--- src/halfword_load_consts.vh ---
`ifndef HALFWORD_LOAD_CONSTS_VH
`define HALFWORD_LOAD_CONSTS_VH

// Instruction word fields, bit 0 of the format is bit 31 here
`define PRIMARY_HI        31
`define PRIMARY_LO        26
`define TARGET_HI         25
`define TARGET_LO         21
`define BASE_HI           20
`define BASE_LO           16
`define INDEX_HI          15
`define INDEX_LO          11
`define EXTOP_HI          10
`define EXTOP_LO          1
`define IMM_HI            15
`define IMM_LO            0

// Opcodes
`define OP_INDEXED_GROUP  6'h1F
`define OP_UNSIGNED_DISP  6'h28
`define OP_UNSIGNED_UPD   6'h29
`define XO_SIGNED_IDX     10'h157
`define XO_SWAPPED_IDX    10'h316
`define XO_UNSIGNED_UPD   10'h14B
`define XO_UNSIGNED_IDX   10'h117

// Extension kinds
`define EXT_ZERO          2'h0
`define EXT_SIGN          2'h1
`define EXT_SWAP          2'h2

`define REG_ZERO          5'h00

`endif

--- src/halfword_load_unit.v ---
`timescale 1ns/1ps
`include "halfword_load_consts.vh"

module halfword_load_unit (
   input  wire        I_CLK,
   input  wire        I_RST,
   input  wire        I_INSN_VALID,
   input  wire [31:0] I_INSN,
   input  wire [31:0] I_GPR_RDATA_A,
   input  wire [31:0] I_GPR_RDATA_B,
   input  wire        I_MEM_ACK,
   input  wire [15:0] I_MEM_DATA,
   input  wire        I_MEM_ALIGN_ERR,
   input  wire        I_MEM_DSI_ERR,
   output reg         O_READY,
   output reg  [4:0]  O_GPR_RADDR_A,
   output reg  [4:0]  O_GPR_RADDR_B,
   output reg         O_MEM_REQ,
   output reg  [31:0] O_MEM_ADDR,
   output reg         O_GPR_WE,
   output reg  [4:0]  O_GPR_WADDR,
   output reg  [31:0] O_GPR_WDATA,
   output reg         O_DONE,
   output reg         O_ILLEGAL,
   output reg         O_FAULT,
   output reg         O_XER_WE,
   output reg         O_CR0_WE
);

   // Sequencer states
   localparam [2:0] ST_IDLE   = 3'h0;
   localparam [2:0] ST_READ   = 3'h1;
   localparam [2:0] ST_MEM    = 3'h2;
   localparam [2:0] ST_UPDATE = 3'h3;

   reg  [2:0]  state;
   reg  [4:0]  target_reg_field;
   reg  [4:0]  base_reg_field;
   reg  [15:0] imm;
   reg  [1:0]  ext_kind;
   reg         indexed;
   reg         update;

   reg  [2:0]  next_state;
   reg  [4:0]  next_target_reg_field;
   reg  [4:0]  next_base_reg_field;
   reg  [15:0] next_imm;
   reg  [1:0]  next_ext_kind;
   reg         next_indexed;
   reg         next_update;
   reg         next_ready;
   reg  [4:0]  next_raddr_a;
   reg  [4:0]  next_raddr_b;
   reg         next_mem_req;
   reg  [31:0] next_mem_addr;
   reg         next_gpr_we;
   reg  [4:0]  next_gpr_waddr;
   reg  [31:0] next_gpr_wdata;
   reg         next_done;
   reg         next_illegal;
   reg         next_fault;

   // Decode of the offered word
   wire [5:0]  dec_primary = I_INSN[`PRIMARY_HI:`PRIMARY_LO];
   wire [9:0]  dec_extop   = I_INSN[`EXTOP_HI:`EXTOP_LO];
   wire [4:0]  dec_target  = I_INSN[`TARGET_HI:`TARGET_LO];
   wire [4:0]  dec_base    = I_INSN[`BASE_HI:`BASE_LO];
   wire [4:0]  dec_index   = I_INSN[`INDEX_HI:`INDEX_LO];
   wire [15:0] dec_imm     = I_INSN[`IMM_HI:`IMM_LO];
   reg         dec_legal;
   reg  [1:0]  dec_ext;
   reg         dec_indexed;
   reg         dec_update;

   // Location and result forming
   reg  [31:0] base_term;
   reg  [31:0] offset_term;
   reg  [31:0] access_location;
   reg  [31:0] load_result;
   wire        mem_fault = I_MEM_ALIGN_ERR | I_MEM_DSI_ERR;
   wire        update_ok = update && (base_reg_field != `REG_ZERO) &&
                           (base_reg_field != target_reg_field);
   // Displacement is signed for the unsigned loads as well
   wire [31:0] imm_ext     = {{16{imm[15]}}, imm};

   // Bit 31 of the X forms is ignored: each load has a single form
   always @* begin
      dec_legal   = 1'b1;
      dec_ext     = `EXT_ZERO;
      dec_indexed = 1'b0;
      dec_update  = 1'b0;
      case (dec_primary)
         `OP_UNSIGNED_DISP: begin
            dec_ext = `EXT_ZERO;
         end
         `OP_UNSIGNED_UPD: begin
            dec_ext    = `EXT_ZERO;
            dec_update = 1'b1;
         end
         `OP_INDEXED_GROUP: begin
            dec_indexed = 1'b1;
            case (dec_extop)
               `XO_SIGNED_IDX: begin
                  dec_ext = `EXT_SIGN;
               end
               `XO_SWAPPED_IDX: begin
                  dec_ext = `EXT_SWAP;
               end
               `XO_UNSIGNED_UPD: begin
                  dec_ext    = `EXT_ZERO;
                  dec_update = 1'b1;
               end
               `XO_UNSIGNED_IDX: begin
                  dec_ext    = `EXT_ZERO;
                  dec_update = 1'b0;
               end
               default: begin
                  dec_legal = 1'b0;
               end
            endcase
         end
         default: begin
            dec_legal = 1'b0;
         end
      endcase
   end

   // Base field zero means the value zero, not the register contents
   always @* begin
      if (base_reg_field == `REG_ZERO) begin
         base_term = 32'h00000000;
      end else begin
         base_term = I_GPR_RDATA_A;
      end
      if (indexed) begin
         offset_term = I_GPR_RDATA_B;
      end else begin
         offset_term = imm_ext;
      end
      access_location = base_term + offset_term;
   end

   // Halfword bit 15 is the most significant bit here
   always @* begin
      case (ext_kind)
         `EXT_SIGN: begin
            load_result = {{16{I_MEM_DATA[15]}}, I_MEM_DATA};
         end
         `EXT_SWAP: begin
            load_result = {16'h0000, I_MEM_DATA[7:0], I_MEM_DATA[15:8]};
         end
         default: begin
            load_result = {16'h0000, I_MEM_DATA};
         end
      endcase
   end

   always @* begin
      next_state            = state;
      next_target_reg_field = target_reg_field;
      next_base_reg_field   = base_reg_field;
      next_imm              = imm;
      next_ext_kind         = ext_kind;
      next_indexed          = indexed;
      next_update           = update;
      next_ready            = O_READY;
      next_raddr_a          = O_GPR_RADDR_A;
      next_raddr_b          = O_GPR_RADDR_B;
      next_mem_req          = O_MEM_REQ;
      next_mem_addr         = O_MEM_ADDR;
      next_gpr_we           = 1'b0;
      next_gpr_waddr        = O_GPR_WADDR;
      next_gpr_wdata        = O_GPR_WDATA;
      next_done             = 1'b0;
      next_illegal          = 1'b0;
      next_fault            = 1'b0;
      case (state)
         ST_IDLE: begin
            if (I_INSN_VALID) begin
               if (dec_legal) begin
                  next_target_reg_field = dec_target;
                  next_base_reg_field   = dec_base;
                  next_imm              = dec_imm;
                  next_raddr_a          = dec_base;
                  next_raddr_b          = dec_index;
                  next_ext_kind         = dec_ext;
                  next_indexed          = dec_indexed;
                  next_update           = dec_update;
                  next_ready            = 1'b0;
                  next_state            = ST_READ;
               end else begin
                  // Unknown words are answered at once and not executed
                  next_done    = 1'b1;
                  next_illegal = 1'b1;
               end
            end
         end
         ST_READ: begin
            next_mem_addr = access_location;
            next_mem_req  = 1'b1;
            next_state    = ST_MEM;
         end
         ST_MEM: begin
            if (I_MEM_ACK) begin
               next_mem_req = 1'b0;
               if (mem_fault) begin
                  // Interrupted access leaves every register untouched
                  next_fault = 1'b1;
                  next_done  = 1'b1;
                  next_ready = 1'b1;
                  next_state = ST_IDLE;
               end else begin
                  next_gpr_we    = 1'b1;
                  next_gpr_waddr = target_reg_field;
                  next_gpr_wdata = load_result;
                  if (update_ok) begin
                     next_state = ST_UPDATE;
                  end else begin
                     next_done  = 1'b1;
                     next_ready = 1'b1;
                     next_state = ST_IDLE;
                  end
               end
            end
         end
         ST_UPDATE: begin
            // One write port, so the base write takes its own cycle
            next_gpr_we    = 1'b1;
            next_gpr_waddr = base_reg_field;
            next_gpr_wdata = O_MEM_ADDR;
            next_done      = 1'b1;
            next_ready     = 1'b1;
            next_state     = ST_IDLE;
         end
         default: begin
            next_ready = 1'b1;
            next_state = ST_IDLE;
         end
      endcase
   end

   always @(posedge I_CLK) begin
      if (I_RST) begin
         state            <= ST_IDLE;
         target_reg_field <= 5'h00;
         base_reg_field   <= 5'h00;
         imm              <= 16'h0000;
         ext_kind         <= `EXT_ZERO;
         indexed          <= 1'b0;
         update           <= 1'b0;
         O_READY          <= 1'b1;
         O_GPR_RADDR_A    <= 5'h00;
         O_GPR_RADDR_B    <= 5'h00;
         O_MEM_REQ        <= 1'b0;
         O_MEM_ADDR       <= 32'h00000000;
         O_GPR_WE         <= 1'b0;
         O_GPR_WADDR      <= 5'h00;
         O_GPR_WDATA      <= 32'h00000000;
         O_DONE           <= 1'b0;
         O_ILLEGAL        <= 1'b0;
         O_FAULT          <= 1'b0;
         O_XER_WE         <= 1'b0;
         O_CR0_WE         <= 1'b0;
      end else begin
         state            <= next_state;
         target_reg_field <= next_target_reg_field;
         base_reg_field   <= next_base_reg_field;
         imm              <= next_imm;
         ext_kind         <= next_ext_kind;
         indexed          <= next_indexed;
         update           <= next_update;
         O_READY          <= next_ready;
         O_GPR_RADDR_A    <= next_raddr_a;
         O_GPR_RADDR_B    <= next_raddr_b;
         O_MEM_REQ        <= next_mem_req;
         O_MEM_ADDR       <= next_mem_addr;
         O_GPR_WE         <= next_gpr_we;
         O_GPR_WADDR      <= next_gpr_waddr;
         O_GPR_WDATA      <= next_gpr_wdata;
         O_DONE           <= next_done;
         O_ILLEGAL        <= next_illegal;
         O_FAULT          <= next_fault;
         // These loads never touch exception or condition state
         O_XER_WE         <= 1'b0;
         O_CR0_WE         <= 1'b0;
      end
   end

endmodule

--- config.mk ---
export PLATFORM = sky130hd
export DESIGN_NAME = halfword_load_unit
export DESIGN_NICKNAME = d
export VERILOG_FILES = /design/src/halfword_load_unit.v
export VERILOG_INCLUDE_DIRS = /design/src
export SDC_FILE = /design/constraint.sdc
export NUM_CORES = 1
export LEC_CHECK = 0
export ABC_AREA = 1
export BUFFER_PORTS_ARGS = -buffer_cell sky130_fd_sc_hd__buf_4
export CORE_ASPECT_RATIO = 1.75
export CORE_UTILIZATION = 49
export DETAILED_ROUTE_END_ITERATION = 10
export PLACE_DENSITY = 0.78
export SETUP_SLACK_MARGIN = 0.3
export SLEW_MARGIN = 20
export SYNTH_ARGS = -nofsm -noshare
export SYNTH_HDL_FRONTEND = slang
export SYNTH_SLANG_ARGS = --single-unit
--- constraint.sdc ---
create_clock -name I_CLK -period 2.84 [get_ports I_CLK]
set_input_delay 0.426 -clock I_CLK [delete_from_list [all_inputs] [get_ports I_CLK]]
set_output_delay 0.426 -clock I_CLK [all_outputs]
set_load 0.02 [all_outputs]
==> Implementation_results.wiki, run 1 <==
{| class="wikitable"
! Metric !! Value
|-
| Path class of the lowest-slack min-delay path || in -> reg
|-
| Crit start category || flop
|-
| Post-Syn Instances || roughly 1300
|-
| Number of vias in the routed layout || roughly 8800
|-
| Data arrival, critical path || 2760 ps
|-
| Leakage power || 0.00573 µW
|-
| Number of standard-cell rows in the floorplan || 60
|-
| Total half-perimeter wirelength after legalization and detailed placement || 20700 µm
|-
| Die height || approximately 170 µm
|-
| Area added between synthesis and finish || 38.5%
|-
| Distinct cells, synth || between 40 and 50
|-
| Layout fillers || 1364
|-
| Library cell occupying the most area in the post-synthesis netlist || sky130_fd_sc_hd__dfxtp_1
|-
| Wire length of the first global-routing pass || 41200 µm
|-
| Number of nets in the finished design || ~1600
|-
| Count of endpoints failing setup in the final report || 0
|-
| Minimum period implied by the final worst setup slack || 2500 ps
|-
| Syn. warnings || 0
|-
| Overflow after GRT || 0
|-
| Highest-count cells in the layout ignoring fill and taps || sky130_fd_sc_hd__nand2_1, sky130_fd_sc_hd__buf_4, sky130_fd_sc_hd__inv_1
|-
| TritonCTS clock tree || built
|-
| Pin count of the biggest net entering global routing || about 80
|-
| Peak ir drop on the vdd network || 0.248 mV
|-
| Number of iterations in the first detailed-routing pass || 6
|-
| Worst slew margin relative to its limit || 38.1%
|-
| Flip-flop and latch count after synthesis || about 110
|-
| IO Count || 205
|-
| Type of the worst setup path || reg -> reg
|-
| Final Hold Fails || 0
|-
| Final weighted congestion of routability-driven global placement || 0.975
|-
| Highest metal layer with signal wires || met4
|-
| Horizontal extent of the die || approximately 97 µm
|-
| Post-DP Area || 9480 µm²
|-
| Sequential share of the synthesized area || a little over a quarter
|-
| Actual transition at the worst max-transition pin || approximately 930 ps
|-
| H-tree depth || 3
|-
| Routed length on met1 || 9390 µm
|-
| Antenna violations before repair || 0
|-
| Total non-filler cell area in the finished layout || 10800 µm²
|-
| Kind of end point of the critical path || flop
|-
| WL final || ~28000 µm
|-
| Detail Route Antenna Nets || 0
|-
| Met2 layer wire length in the routed design || between 10000 and 15000 µm
|-
| Met3 WL || about 1200 µm
|-
| Die footprint || 16500 µm²
|-
| Number of DRC violations after detailed routing || 0
|-
| Dominant cells by area after synthesis || sky130_fd_sc_hd__dfxtp_1, sky130_fd_sc_hd__nand2_1, sky130_fd_sc_hd__inv_1, sky130_fd_sc_hd__a21oi_1, sky130_fd_sc_hd__nor2_1
|-
| Setup repair after global routing missed its margin || yes
|-
| Layout Skew || 7.78 ps
|-
| Clock slew at reported path FFs || 80 ps
|-
| Mean Syn Cell Area || between 6 and 7 µm²
|-
| P per Cell Area || 350 nW/µm²
|-
| Pre-CTS setup slack || around 120 ps
|-
| Total count of max-transition violations in the final report || 0
|-
| Period utilization || between 80% and 90%
|-
| All-Layer GR Usage || about a third
|-
| Clock buffer count from CTS || 9
|-
| Proportion of netlist area held by the largest area contributor || 27.4%
|-
| Clock latency at the later pin of the worst-skew pair || roughly 350 ps
|-
| Clk buf depth || 2
|-
| Accumulated negative setup slack || 0 ps
|-
| Max_cap viols || 0
|-
| Layout cells sized above 1 || 32.9%
|-
| Final hold slack || 288 ps
|-
| PnR worst setup slack || about 340 ps
|-
| Data required, critical path || roughly 3100 ps
|-
| Maximum frequency from static timing analysis || 399 MHz
|-
| Outcome || complete, no violations
|-
| Number of buffers inserted for hold repair after clock tree synthesis || 0
|-
| Highest fanout seen on the critical path || 7
|-
| Number of port buffers || 202
|-
| Most common cell after layout, fill and taps aside || sky130_fd_sc_hd__nand2_1
|-
| Post-synth design cell area || approximately 7800 µm²
|-
| Clock root buffer || sky130_fd_sc_hd__clkbuf_16
|-
| Number of sinks driven by the clock tree || 107
|-
| Core Footprint || 15500 µm²
|-
| Vias in the first global route || approximately 8300
|-
| Initial cell density of the core || 50.5%
|-
| Drt initial violations || 544
|-
| Routed length per instance || 16.7 µm
|-
| # diodes || 0
|-
| Mean number of vias per cell || around 5.3
|}
-- critical path: stages, from the launching register on --
cell and delay [ps]:
sky130_fd_sc_hd__dfxtp_2 340, sky130_fd_sc_hd__nor3_4 230, sky130_fd_sc_hd__nand2_4 160, sky130_fd_sc_hd__buf_12 180
sky130_fd_sc_hd__buf_16 130, sky130_fd_sc_hd__nand2_4 50, sky130_fd_sc_hd__inv_2 40, sky130_fd_sc_hd__ha_4 230
sky130_fd_sc_hd__buf_6 130, sky130_fd_sc_hd__a21oi_4 160, sky130_fd_sc_hd__nand2_2 100, sky130_fd_sc_hd__inv_1 60
sky130_fd_sc_hd__nand2_1 60, sky130_fd_sc_hd__a21oi_2 190, sky130_fd_sc_hd__nand2_1 80, sky130_fd_sc_hd__nand2_1 70
sky130_fd_sc_hd__nand3_2 70, sky130_fd_sc_hd__nand2_1 70, sky130_fd_sc_hd__inv_1 30
-- report_power, final --
group | leakage, µW | internal [µW] | switching [µW]
logic | 0.00472 | 353 | 457
clock network | 0.000143 | 716 | 594
registers | 0.000865 | 1580 | 89.5
-- what timing repair did --
item                                    4_1_cts  5_1_grt
endpoints found under the setup margin       14       25
gates resized for setup                      57      154
gates cloned                                  2        2
pin swaps                                     9       45
setup buffers                                 1        9
-- cell usage after synthesis (all sizes together) --
library cell and n:
clkbuf 25, nand3 88, inv 228, nand2 377
a311oi 1, xor2 15, o21ai 43, and3 2
xnor2 5, nor3 10, a21o 1, nand4 8
fa 1, o21bai 1, o22ai 16, a31oi 21
ha 33, mux2 15, nor4 1, buf 33
conb 1, and2 5, dfxtp 107, a21oi 104
or2 2, nor2 123
-- cell type report --
type                            count  area (µm²)  share of cell area (%)
Clock buffer                       10         239                    2.21
Clock inverter                      6        72.6                   0.671
Inverter                          228         856                    7.91
Multi-Input combinational cell    874        5310                    49.0
Sequential cell                   107        2140                    19.8
Tap cell                          186         233                    2.15
Timing Repair Buffer              247        1970                    18.2
-- flip-flops by register name, summed over array words and instances (netlist names), 2 cells and up --
signal	count
O_GPR_WDATA	32
O_MEM_ADDR	32
imm	11
O_GPR_RADDR_B	5
O_GPR_WADDR	5
base_reg_field	5
target_reg_field	5
ext_kind	2
state	2
-- per-layer routing --
metal,vias up,GRT usage (%)
met3,127,4.38
li1,4336,-
met1,4003,30.5
met2,350,60.6
met4,0,23.5
met5,-,0
-- stage by stage --
step           instances  utilization, %  total power, µW
4_1_cts             1647            65.5             3770
2_1_floorplan       1267               -             2080
3_3_place_gp        1628            61.3             2440
5_1_grt             1658            70.0             3930
3_5_place_dp        1628            61.3             2450
6_report            1658            70.0             3790
-- path summary, 6_finish.rpt --
kind	from	endpoint	slack (ps)	cells after the start
min reg2reg	imm[0]$_SDFFE_PP0P_	imm[0]$_SDFFE_PP0P_	470	2
max	base_reg_field[1]$_SDFFE_PP0P_	O_MEM_ADDR[26]$_SDFFE_PP0P_	340	18
min	I_MEM_ACK	O_MEM_REQ$_SDFFE_PP0P_	290	2
max reg2reg	base_reg_field[1]$_SDFFE_PP0P_	O_MEM_ADDR[26]$_SDFFE_PP0P_	340	18
-- cell families after synthesis --
logic type      count (synthesis)  synth area share (%)
compound gates                187                  13.5
xor+xnor                       20                  2.24
fa+ha+maj                      34                  5.54
buf+inv                       286                  15.3
flops                         107                  27.4
mux                            15                  2.16
other cells                     1                0.0480
simple gates                  616                  33.8
No activity file was read; power rests on OpenSTA's default activity.
==> inputs of run 2 (changes only) <==
--- a/config.mk
+++ b/config.mk
@@ -8,10 +8,12 @@
 export LEC_CHECK = 0
 export ABC_AREA = 1
 export BUFFER_PORTS_ARGS = -buffer_cell sky130_fd_sc_hd__buf_4
+export CELL_PAD_IN_SITES_DETAIL_PLACEMENT = 0
+export CELL_PAD_IN_SITES_GLOBAL_PLACEMENT = 2
 export CORE_ASPECT_RATIO = 1.75
-export CORE_UTILIZATION = 49
+export CORE_UTILIZATION = 25
 export DETAILED_ROUTE_END_ITERATION = 10
-export PLACE_DENSITY = 0.78
+export PLACE_DENSITY_LB_ADDON = 0.1
 export SETUP_SLACK_MARGIN = 0.3
 export SLEW_MARGIN = 20
 export SYNTH_ARGS = -nofsm -noshare
==> run 2 against run 1 <==
- cell count grew 13%
- combinational power shrank 0.7%
- total power grew 0.36%
- clock-buffer cell count shrank 1
- first-iteration DRC count shrank 45%
- worst setup slack gained 35 ps
- routed wire length grew 17%
- register-to-register slack gained 40 ps
- via count shrank 5.0%
- largest cell class unchanged
- highest routed layer unchanged
==> Implementation_results.wiki, run 2 (synthesis gave the netlist of run 1 again) <==
{| class="wikitable"
! Metric !! Value
|-
| Outcome || complete, no violations (unchanged)
|-
| Mean number of vias per cell || 4.48 (was 5.32)
|-
| Wire length of the first global-routing pass || 48200 µm (was 41200 µm)
|-
| Total count of max-transition violations in the final report || 0 (unchanged)
|-
| Type of the worst setup path || reg -> reg (unchanged)
|-
| Highest-count cells in the layout ignoring fill and taps || sky130_fd_sc_hd__nand2_1, sky130_fd_sc_hd__buf_4, sky130_fd_sc_hd__inv_1 (unchanged)
|-
| Total chip power || 3800 µW (was 3790 µW)
|-
| Vias in the first global route || 8572 (was 8313)
|-
| Critical Path, Cell by Cell || nor3_4 > nand2_4 > buf_12 > nand2_1 > inv_1 > ha_4 > or2_2 > nand3_1 > nand2_2 > nand2_2 > nand2_4 > nand2_1 > nand2_1 > nand2_1 > nand3_1 > nand2_1 > inv_1 (was nor3_4 > nand2_4 > buf_12 > buf_16 > nand2_4 > inv_2 > ha_4 > buf_6 > a21oi_4 > nand2_2 > inv_1 > nand2_1 > a21oi_2 > nand2_1 > nand2_1 > nand3_2 > nand2_1 > inv_1)
|-
| Number of vias in the routed layout || 8376 (was 8816)
|-
| Maximum frequency from static timing analysis || 405 MHz (was 399 MHz)
|-
| Highest fanout seen on the critical path || 18 (was 7)
|-
| All-Layer GR Usage || 20.4% (was 31.8%)
|-
| Area added between synthesis and finish || 38.7% (was 38.5%)
|-
| Overflow after GRT || 0 (unchanged)
|-
| Period utilization || 86.9% (was 88.1%)
|-
| Initial cell density of the core || 25.4% (was 50.5%)
|-
| Drt initial violations || 298 (was 544)
|-
| Path class of the lowest-slack min-delay path || in -> reg (unchanged)
|-
| Max_cap viols || 0 (unchanged)
|-
| Final weighted congestion of routability-driven global placement || 0.862 (was 0.975)
|-
| Number of iterations in the first detailed-routing pass || 5 (was 6)
|-
| Routed length per instance || 17.3 µm (was 16.7 µm)
|-
| Detail Route Antenna Nets || 0 (unchanged)
|-
| TritonCTS clock tree || built (unchanged)
|-
| Most common cell after layout, fill and taps aside || sky130_fd_sc_hd__nand2_1 (unchanged)
|-
| Kind of end point of the critical path || flop (unchanged)
|-
| Die footprint || 32000 µm² (was 16500 µm²)
|-
| Horizontal extent of the die || 136 µm (was 97.5 µm)
|-
| Clock buffer count from CTS || 9 (unchanged)
|-
| Total half-perimeter wirelength after legalization and detailed placement || 26200 µm (was 20700 µm)
|-
| Die height || 236 µm (was 169 µm)
|-
| Setup repair after global routing missed its margin || yes (unchanged)
|-
| IO Count || 205 (unchanged)
|-
| H-tree depth || 3 (unchanged)
|-
| Count of endpoints failing setup in the final report || 0 (unchanged)
|-
| Final Hold Fails || 0 (unchanged)
|-
| Layout fillers || 3462 (was 1364)
|-
| Worst slew margin relative to its limit || 34.6% (was 38.1%)
|-
| P per Cell Area || 351 nW/µm² (was 350 nW/µm²)
|-
| Leakage power || 0.00565 µW (was 0.00573 µW)
|-
| Data required, critical path || 3110 ps (was 3100 ps)
|-
| Combined area of the multi-input logic cells || 5030 µm² (was 5310 µm²)
|-
| Delay contributed by the slowest stage of the critical path || 340 ps (about the same)
|-
| Number of port buffers || 202 (unchanged)
|-
| Antenna violations before repair || 0 (unchanged)
|-
| # diodes || 0 (unchanged)
|-
| Actual transition at the worst max-transition pin || 980 ps (was 929 ps)
|-
| Clock root buffer || sky130_fd_sc_hd__clkbuf_16 (unchanged)
|-
| Core Footprint || 30700 µm² (was 15500 µm²)
|-
| Crit start category || flop (unchanged)
|-
| Pin count of the biggest net entering global routing || 47 (was 79)
|-
| WL final || 32300 µm (was 27700 µm)
|-
| Slowest cell on crit path || sky130_fd_sc_hd__dfxtp_2 (unchanged)
|-
| Clock latency at the later pin of the worst-skew pair || 370 ps (was 350 ps)
|-
| Final hold slack || 293 ps (was 288 ps)
|-
| Data arrival, critical path || 2740 ps (was 2760 ps)
|-
| Largest registers in the final layout || O_GPR_WDATA (32), O_MEM_ADDR (32), imm (11) (unchanged)
|-
| Number of standard-cell rows in the floorplan || 85 (was 60)
|-
| Minimum period implied by the final worst setup slack || 2470 ps (was 2500 ps)
|-
| Flip-flop and latch area || 2150 µm² (was 2140 µm²)
|-
| Layout cells sized above 1 || 29.2% (was 32.9%)
|-
| Layout Skew || 13.5 ps (was 7.78 ps)
|-
| Peak ir drop on the vdd network || 0.260 mV (was 0.248 mV)
|-
| Number of sinks driven by the clock tree || 107 (unchanged)
|-
| Clock slew at reported path FFs || 80 ps (about the same)
|-
| CP most frequent cell || sky130_fd_sc_hd__nand2_1 (unchanged)
|-
| Clk buf depth || 2 (unchanged)
|-
| Number of DRC violations after detailed routing || 0 (unchanged)
|-
| Number of nets in the finished design || 1626 (was 1619)
|}
run 2: cell type report:
class,instances,area share (%)
clock inverters,7,0.728
repair buffers,254,18.5
well taps,391,4.52
multi-input cells,874,46.5
inverters,228,7.90
clock buffers,9,2.08
flip-flops and latches,107,19.8
run 2: worst max-delay path: cells and delay by family (launching register included):
family | cells | cell delay (ps)
fa+ha+maj | 1 | 270
buf+inv | 3 | 280
flops | 1 | 340
simple gates | 13 | 1470
run 2: repair_timing:
item	CTS	global route
pin swaps	5	11
setup buffers	1	2
cloned	1	1
gates resized for setup	50	84
hold buffers	0	0
setup endpoints to repair	22	23
run 2: metrics by stage:
| step | util, % | cell area, µm² | setup slack [ps] | TNS [ps] | cells |
|---|---|---|---|---|---|
| 2_1_floorplan | - | 7820 | 314 | 0 | 1267 |
| 3_3_place_gp | 32.1 | 9870 | -309 | -454 | 1849 |
| 3_5_place_dp | 32.1 | 9870 | -168 | -225 | 1849 |
| 4_1_cts | 34.0 | 10400 | 295 | 0 | 1867 |
| 5_1_grt | 35.2 | 10800 | 171 | 0 | 1870 |
| 6_report | 35.2 | 10800 | 372 | 0 | 1870 |
run 2: power breakdown:
group          total [µW]  switching [µW]  internal [µW]  leakage [µW]
Combinational         804             460            345       0.00464
Clock                1320             691            632      0.000148
Sequential           1680            97.7           1580      0.000866
run 2: per-layer routing:
layer	GRT usage [%]	part of all wire [%]	vias to the layer above
met5	0	0	-
met4	9.12	3.7	0
met3	1.68	3.2	40
met2	42.0	58	179
met1	19.6	35	3801
li1	-	-	4356
run 2: worst paths after layout:
| path | from | endpoint | slack, ps | cells after the start |
|---|---|---|---|---|
| worst max-delay path | base_reg_field[1]$_SDFFE_PP0P_ | O_MEM_ADDR[21]$_SDFFE_PP0P_ | 370 | 17 |
| worst min-delay path | I_MEM_ACK | O_MEM_REQ$_SDFFE_PP0P_ | 290 | 2 |
| worst max register to register | base_reg_field[1]$_SDFFE_PP0P_ | O_MEM_ADDR[21]$_SDFFE_PP0P_ | 370 | 17 |
| worst min register to register | O_READY$_SDFFE_PP1P_ | O_READY$_SDFFE_PP1P_ | 460 | 2 |
==> inputs of run 3 (changes only) <==
--- a/config.mk
+++ b/config.mk
@@ -14,6 +14,7 @@
 export CORE_UTILIZATION = 25
 export DETAILED_ROUTE_END_ITERATION = 10
 export PLACE_DENSITY_LB_ADDON = 0.1
+export REMOVE_ABC_BUFFERS = 1
 export SETUP_SLACK_MARGIN = 0.3
 export SLEW_MARGIN = 20
 export SYNTH_ARGS = -nofsm -noshare
==> run 3 against run 2 <==
- combinational power up 6.1%
- largest power group unchanged
- critical endpoint is now O_MEM_ADDR[29]$_SDFFE_PP0P_
- core utilization up 3.5 points
- worst hold slack worse by 36 ps
- critical path type unchanged
- first-iteration DRC count down 2.0%
- cell count up 2.6%
- worst setup slack better by 0.90 ps
- largest cell class unchanged
- clock power up 4%
- fmax about the same
- critical path depth unchanged
- total power up 2.3%
- die area unchanged
==> Implementation_results.wiki, run 3 (synthesis gave the netlist of run 1 again) <==
{| class="wikitable"
! Metric !! Value
|-
| Outcome || complete, no violations (unchanged)
|-
| Number of vias in the routed layout || 8597 (was 8376)
|-
| Path class of the lowest-slack min-delay path || in -> reg (unchanged)
|-
| P per Cell Area || 326 nW/µm² (was 351 nW/µm²)
|-
| Critical Path, Cell by Cell || buf_12 > nor2_2 > buf_12 > a21oi_1 > ha_4 > nand2_4 > inv_1 > nand2_1 > nand2_1 > nand2_1 > nand2_1 > a21oi_2 > nand2_1 > nand2_1 > nand3_2 > nand2_1 > inv_1 (was nor3_4 > nand2_4 > buf_12 > nand2_1 > inv_1 > ha_4 > or2_2 > nand3_1 > nand2_2 > nand2_2 > nand2_4 > nand2_1 > nand2_1 > nand2_1 > nand3_1 > nand2_1 > inv_1)
|-
| Core Footprint || 30700 µm² (unchanged)
|-
| Detail Route Antenna Nets || 0 (unchanged)
|-
| Initial cell density of the core || 25.4% (unchanged)
|-
| Highest-count cells in the layout ignoring fill and taps || sky130_fd_sc_hd__buf_4, sky130_fd_sc_hd__nand2_1, sky130_fd_sc_hd__inv_1 (was sky130_fd_sc_hd__nand2_1, sky130_fd_sc_hd__buf_4, sky130_fd_sc_hd__inv_1)
|-
| Accumulated negative setup slack || 0 ps (unchanged)
|-
| Number of sinks driven by the clock tree || 107 (unchanged)
|-
| TritonCTS clock tree || built (unchanged)
|-
| Mean number of vias per cell || 4.48 (about the same)
|-
| Area added between synthesis and finish || 52.5% (was 38.7%)
|-
| Antenna violations before repair || 0 (unchanged)
|-
| Placed insts || 1882 (was 1849)
|-
| All-Layer GR Usage || 20.2% (was 20.4%)
|-
| Worst slew margin relative to its limit || 32.6% (was 34.6%)
|-
| Layout cells sized above 1 || 39.4% (was 29.2%)
|-
| IO Count || 205 (unchanged)
|-
| Setup repair after global routing missed its margin || yes (unchanged)
|-
| Max_cap viols || 0 (unchanged)
|-
| Number of DRC violations after detailed routing || 0 (unchanged)
|-
| # diodes || 0 (unchanged)
|-
| Clock root buffer || sky130_fd_sc_hd__clkbuf_16 (unchanged)
|-
| Pin count of the biggest net entering global routing || 62 (was 47)
|-
| Final hold slack || 257 ps (was 293 ps)
|-
| Dominant delay contributor by cell family on the critical path || simple AND/OR/NAND/NOR gates (unchanged)
|-
| Overflow after GRT || 0 (unchanged)
|-
| Layout Skew || 12.8 ps (was 13.5 ps)
|-
| Internal power consumption || 2590 µW (was 2550 µW)
|-
| CP most frequent cell || sky130_fd_sc_hd__nand2_1 (unchanged)
|-
| Number of port buffers || 202 (unchanged)
|-
| Sequential power share || 42.8% (was 44.1%)
|-
| Minimum period implied by the final worst setup slack || 2470 ps (about the same)
|-
| Total half-perimeter wirelength after legalization and detailed placement || 25100 µm (was 26200 µm)
|-
| Delay contributed by the slowest stage of the critical path || 430 ps (was 340 ps)
|-
| Clock slew at reported path FFs || 90 ps (was 80 ps)
|-
| Slowest cell on crit path || sky130_fd_sc_hd__dfxtp_4 (was sky130_fd_sc_hd__dfxtp_2)
|-
| Number of iterations in the first detailed-routing pass || 5 (unchanged)
|-
| Clock buffer count from CTS || 9 (unchanged)
|-
| Period utilization || 86.9% (about the same)
|-
| Pre-CTS setup slack || -73.4 ps (was -168 ps)
|-
| Routed length per instance || 17.0 µm (was 17.3 µm)
|-
| Largest registers in the final layout || O_GPR_WDATA (32), O_MEM_ADDR (32), imm (11) (unchanged)
|-
| Data arrival, critical path || 2760 ps (was 2740 ps)
|-
| Actual transition at the worst max-transition pin || 1010 ps (was 980 ps)
|-
| Combinational group share of total power || 21.9% (was 21.2%)
|-
| Layout fillers || 3375 (was 3462)
|-
| Number of nets in the finished design || 1674 (was 1626)
|-
| Data required, critical path || 3130 ps (was 3110 ps)
|-
| Type of the worst setup path || reg -> reg (unchanged)
|-
| Count of endpoints failing setup in the final report || 0 (unchanged)
|-
| Most common cell after layout, fill and taps aside || sky130_fd_sc_hd__buf_4 (was sky130_fd_sc_hd__nand2_1)
|-
| H-tree depth || 3 (unchanged)
|-
| Final weighted congestion of routability-driven global placement || 0.844 (was 0.862)
|-
| Peak ir drop on the vdd network || 0.490 mV (was 0.260 mV)
|-
| Highest fanout seen on the critical path || 17 (was 18)
|-
| Die height || 236 µm (unchanged)
|-
| Power spent charging and discharging nets || 1300 µW (was 1250 µW)
|-
| Leakage power || 0.00618 µW (was 0.00565 µW)
|-
| Final Hold Fails || 0 (unchanged)
|-
| Vias in the first global route || 8542 (was 8572)
|-
| Part of the power in the clock network || 35.3% (was 34.8%)
|-
| Wire length of the first global-routing pass || 47600 µm (was 48200 µm)
|-
| Maximum frequency from static timing analysis || 405 MHz (about the same)
|-
| Crit start category || flop (unchanged)
|-
| Kind of end point of the critical path || flop (unchanged)
|-
| Final std cells w/o fill || 1918 (was 1870)
|-
| Number of standard-cell rows in the floorplan || 85 (unchanged)
|-
| Clock latency at the later pin of the worst-skew pair || 380 ps (was 370 ps)
|-
| Horizontal extent of the die || 136 µm (unchanged)
|-
| Die footprint || 32000 µm² (unchanged)
|-
| Drt initial violations || 292 (was 298)
|-
| PnR worst setup slack || 373 ps (was 372 ps)
|-
| Total count of max-transition violations in the final report || 0 (unchanged)
|-
| Number of buffer and inverter instances along the worst setup path || 4 (was 3)
|-
| WL final || 32600 µm (was 32300 µm)
|-
| Switching share of total power || 33.5% (was 32.8%)
|-
| Clk buf depth || 2 (unchanged)
|}
==> run 3: cell types whose count changed in the layout (fill, tap and decap cells not counted), sizes merged <==
cell | previous run | this run
buf | 252 | 299
a21oi | 104 | 105
inv | 232 | 229
clkinv | 3 | 6
==> run 3: layout make-up <==
class	count	area [µm²]	area share [%]
tap	391	489	4.11
clock inverter	7	91.3	0.767
clock buffer	9	225	1.89
multi-input combinational	875	5660	47.5
inverter	228	863	7.25
timing repair buffer	301	2440	20.4
sequential	107	2150	18.0
==> run 3: repair_timing <==
| item | in CTS | in global routing |
|---|---|---|
| hold buffers | 0 | 0 |
| gates cloned | 3 | 2 |
| setup endpoints to repair | 25 | 28 |
| buffers inserted | 3 | 12 |
| pin swaps | 13 | 72 |
| hold endpoints to repair | 0 | 0 |
| gates resized for setup | 91 | 203 |
==> run 3: final timing paths <==
| check | to | cells after the start | from | slack, ps |
|---|---|---|---|---|
| hold / removal | O_MEM_REQ$_SDFFE_PP0P_ | 2 | I_MEM_ACK | 260 |
| setup / recovery | O_MEM_ADDR[29]$_SDFFE_PP0P_ | 17 | indexed$_SDFFE_PP0P_ | 370 |
| setup reg to reg | O_MEM_ADDR[29]$_SDFFE_PP0P_ | 17 | indexed$_SDFFE_PP0P_ | 370 |
| hold reg to reg | imm[4]$_SDFFE_PP0P_ | 2 | imm[4]$_SDFFE_PP0P_ | 460 |
==> run 3: power groups by stage <==
| stage | sequential (µW) | combinational [µW] | clock [µW] |
|---|---|---|---|
| detailed placement | 1710 | 803 | 0 |
| finish | 1660 | 853 | 1370 |
| floorplan | 1750 | 292 | 0 |
| global route | 1680 | 934 | 1450 |
| global placement | 1710 | 801 | 0 |
| CTS | 1670 | 831 | 1410 |
==> run 3: stage by stage <==
step	util [%]	power, µW	instance area [µm²]
after global routing	38.8	4060	11900
after detailed placement	33.1	2510	10200
after floorplan	-	2050	7480
after CTS	35.8	3910	11000
final	38.8	3890	11900
after global placement	33.1	2510	10200
==> run 3: routing by layer <==
metal	share of wire (%)	wire length, µm	vias to the layer above	global-route usage [%]
met5	0	0	-	0
met3	2.2	700	29	1.98
li1	-	-	4443	-
met1	35	11400	3996	18.5
met4	2.5	829	0	7.32
met2	60	19700	129	43.0
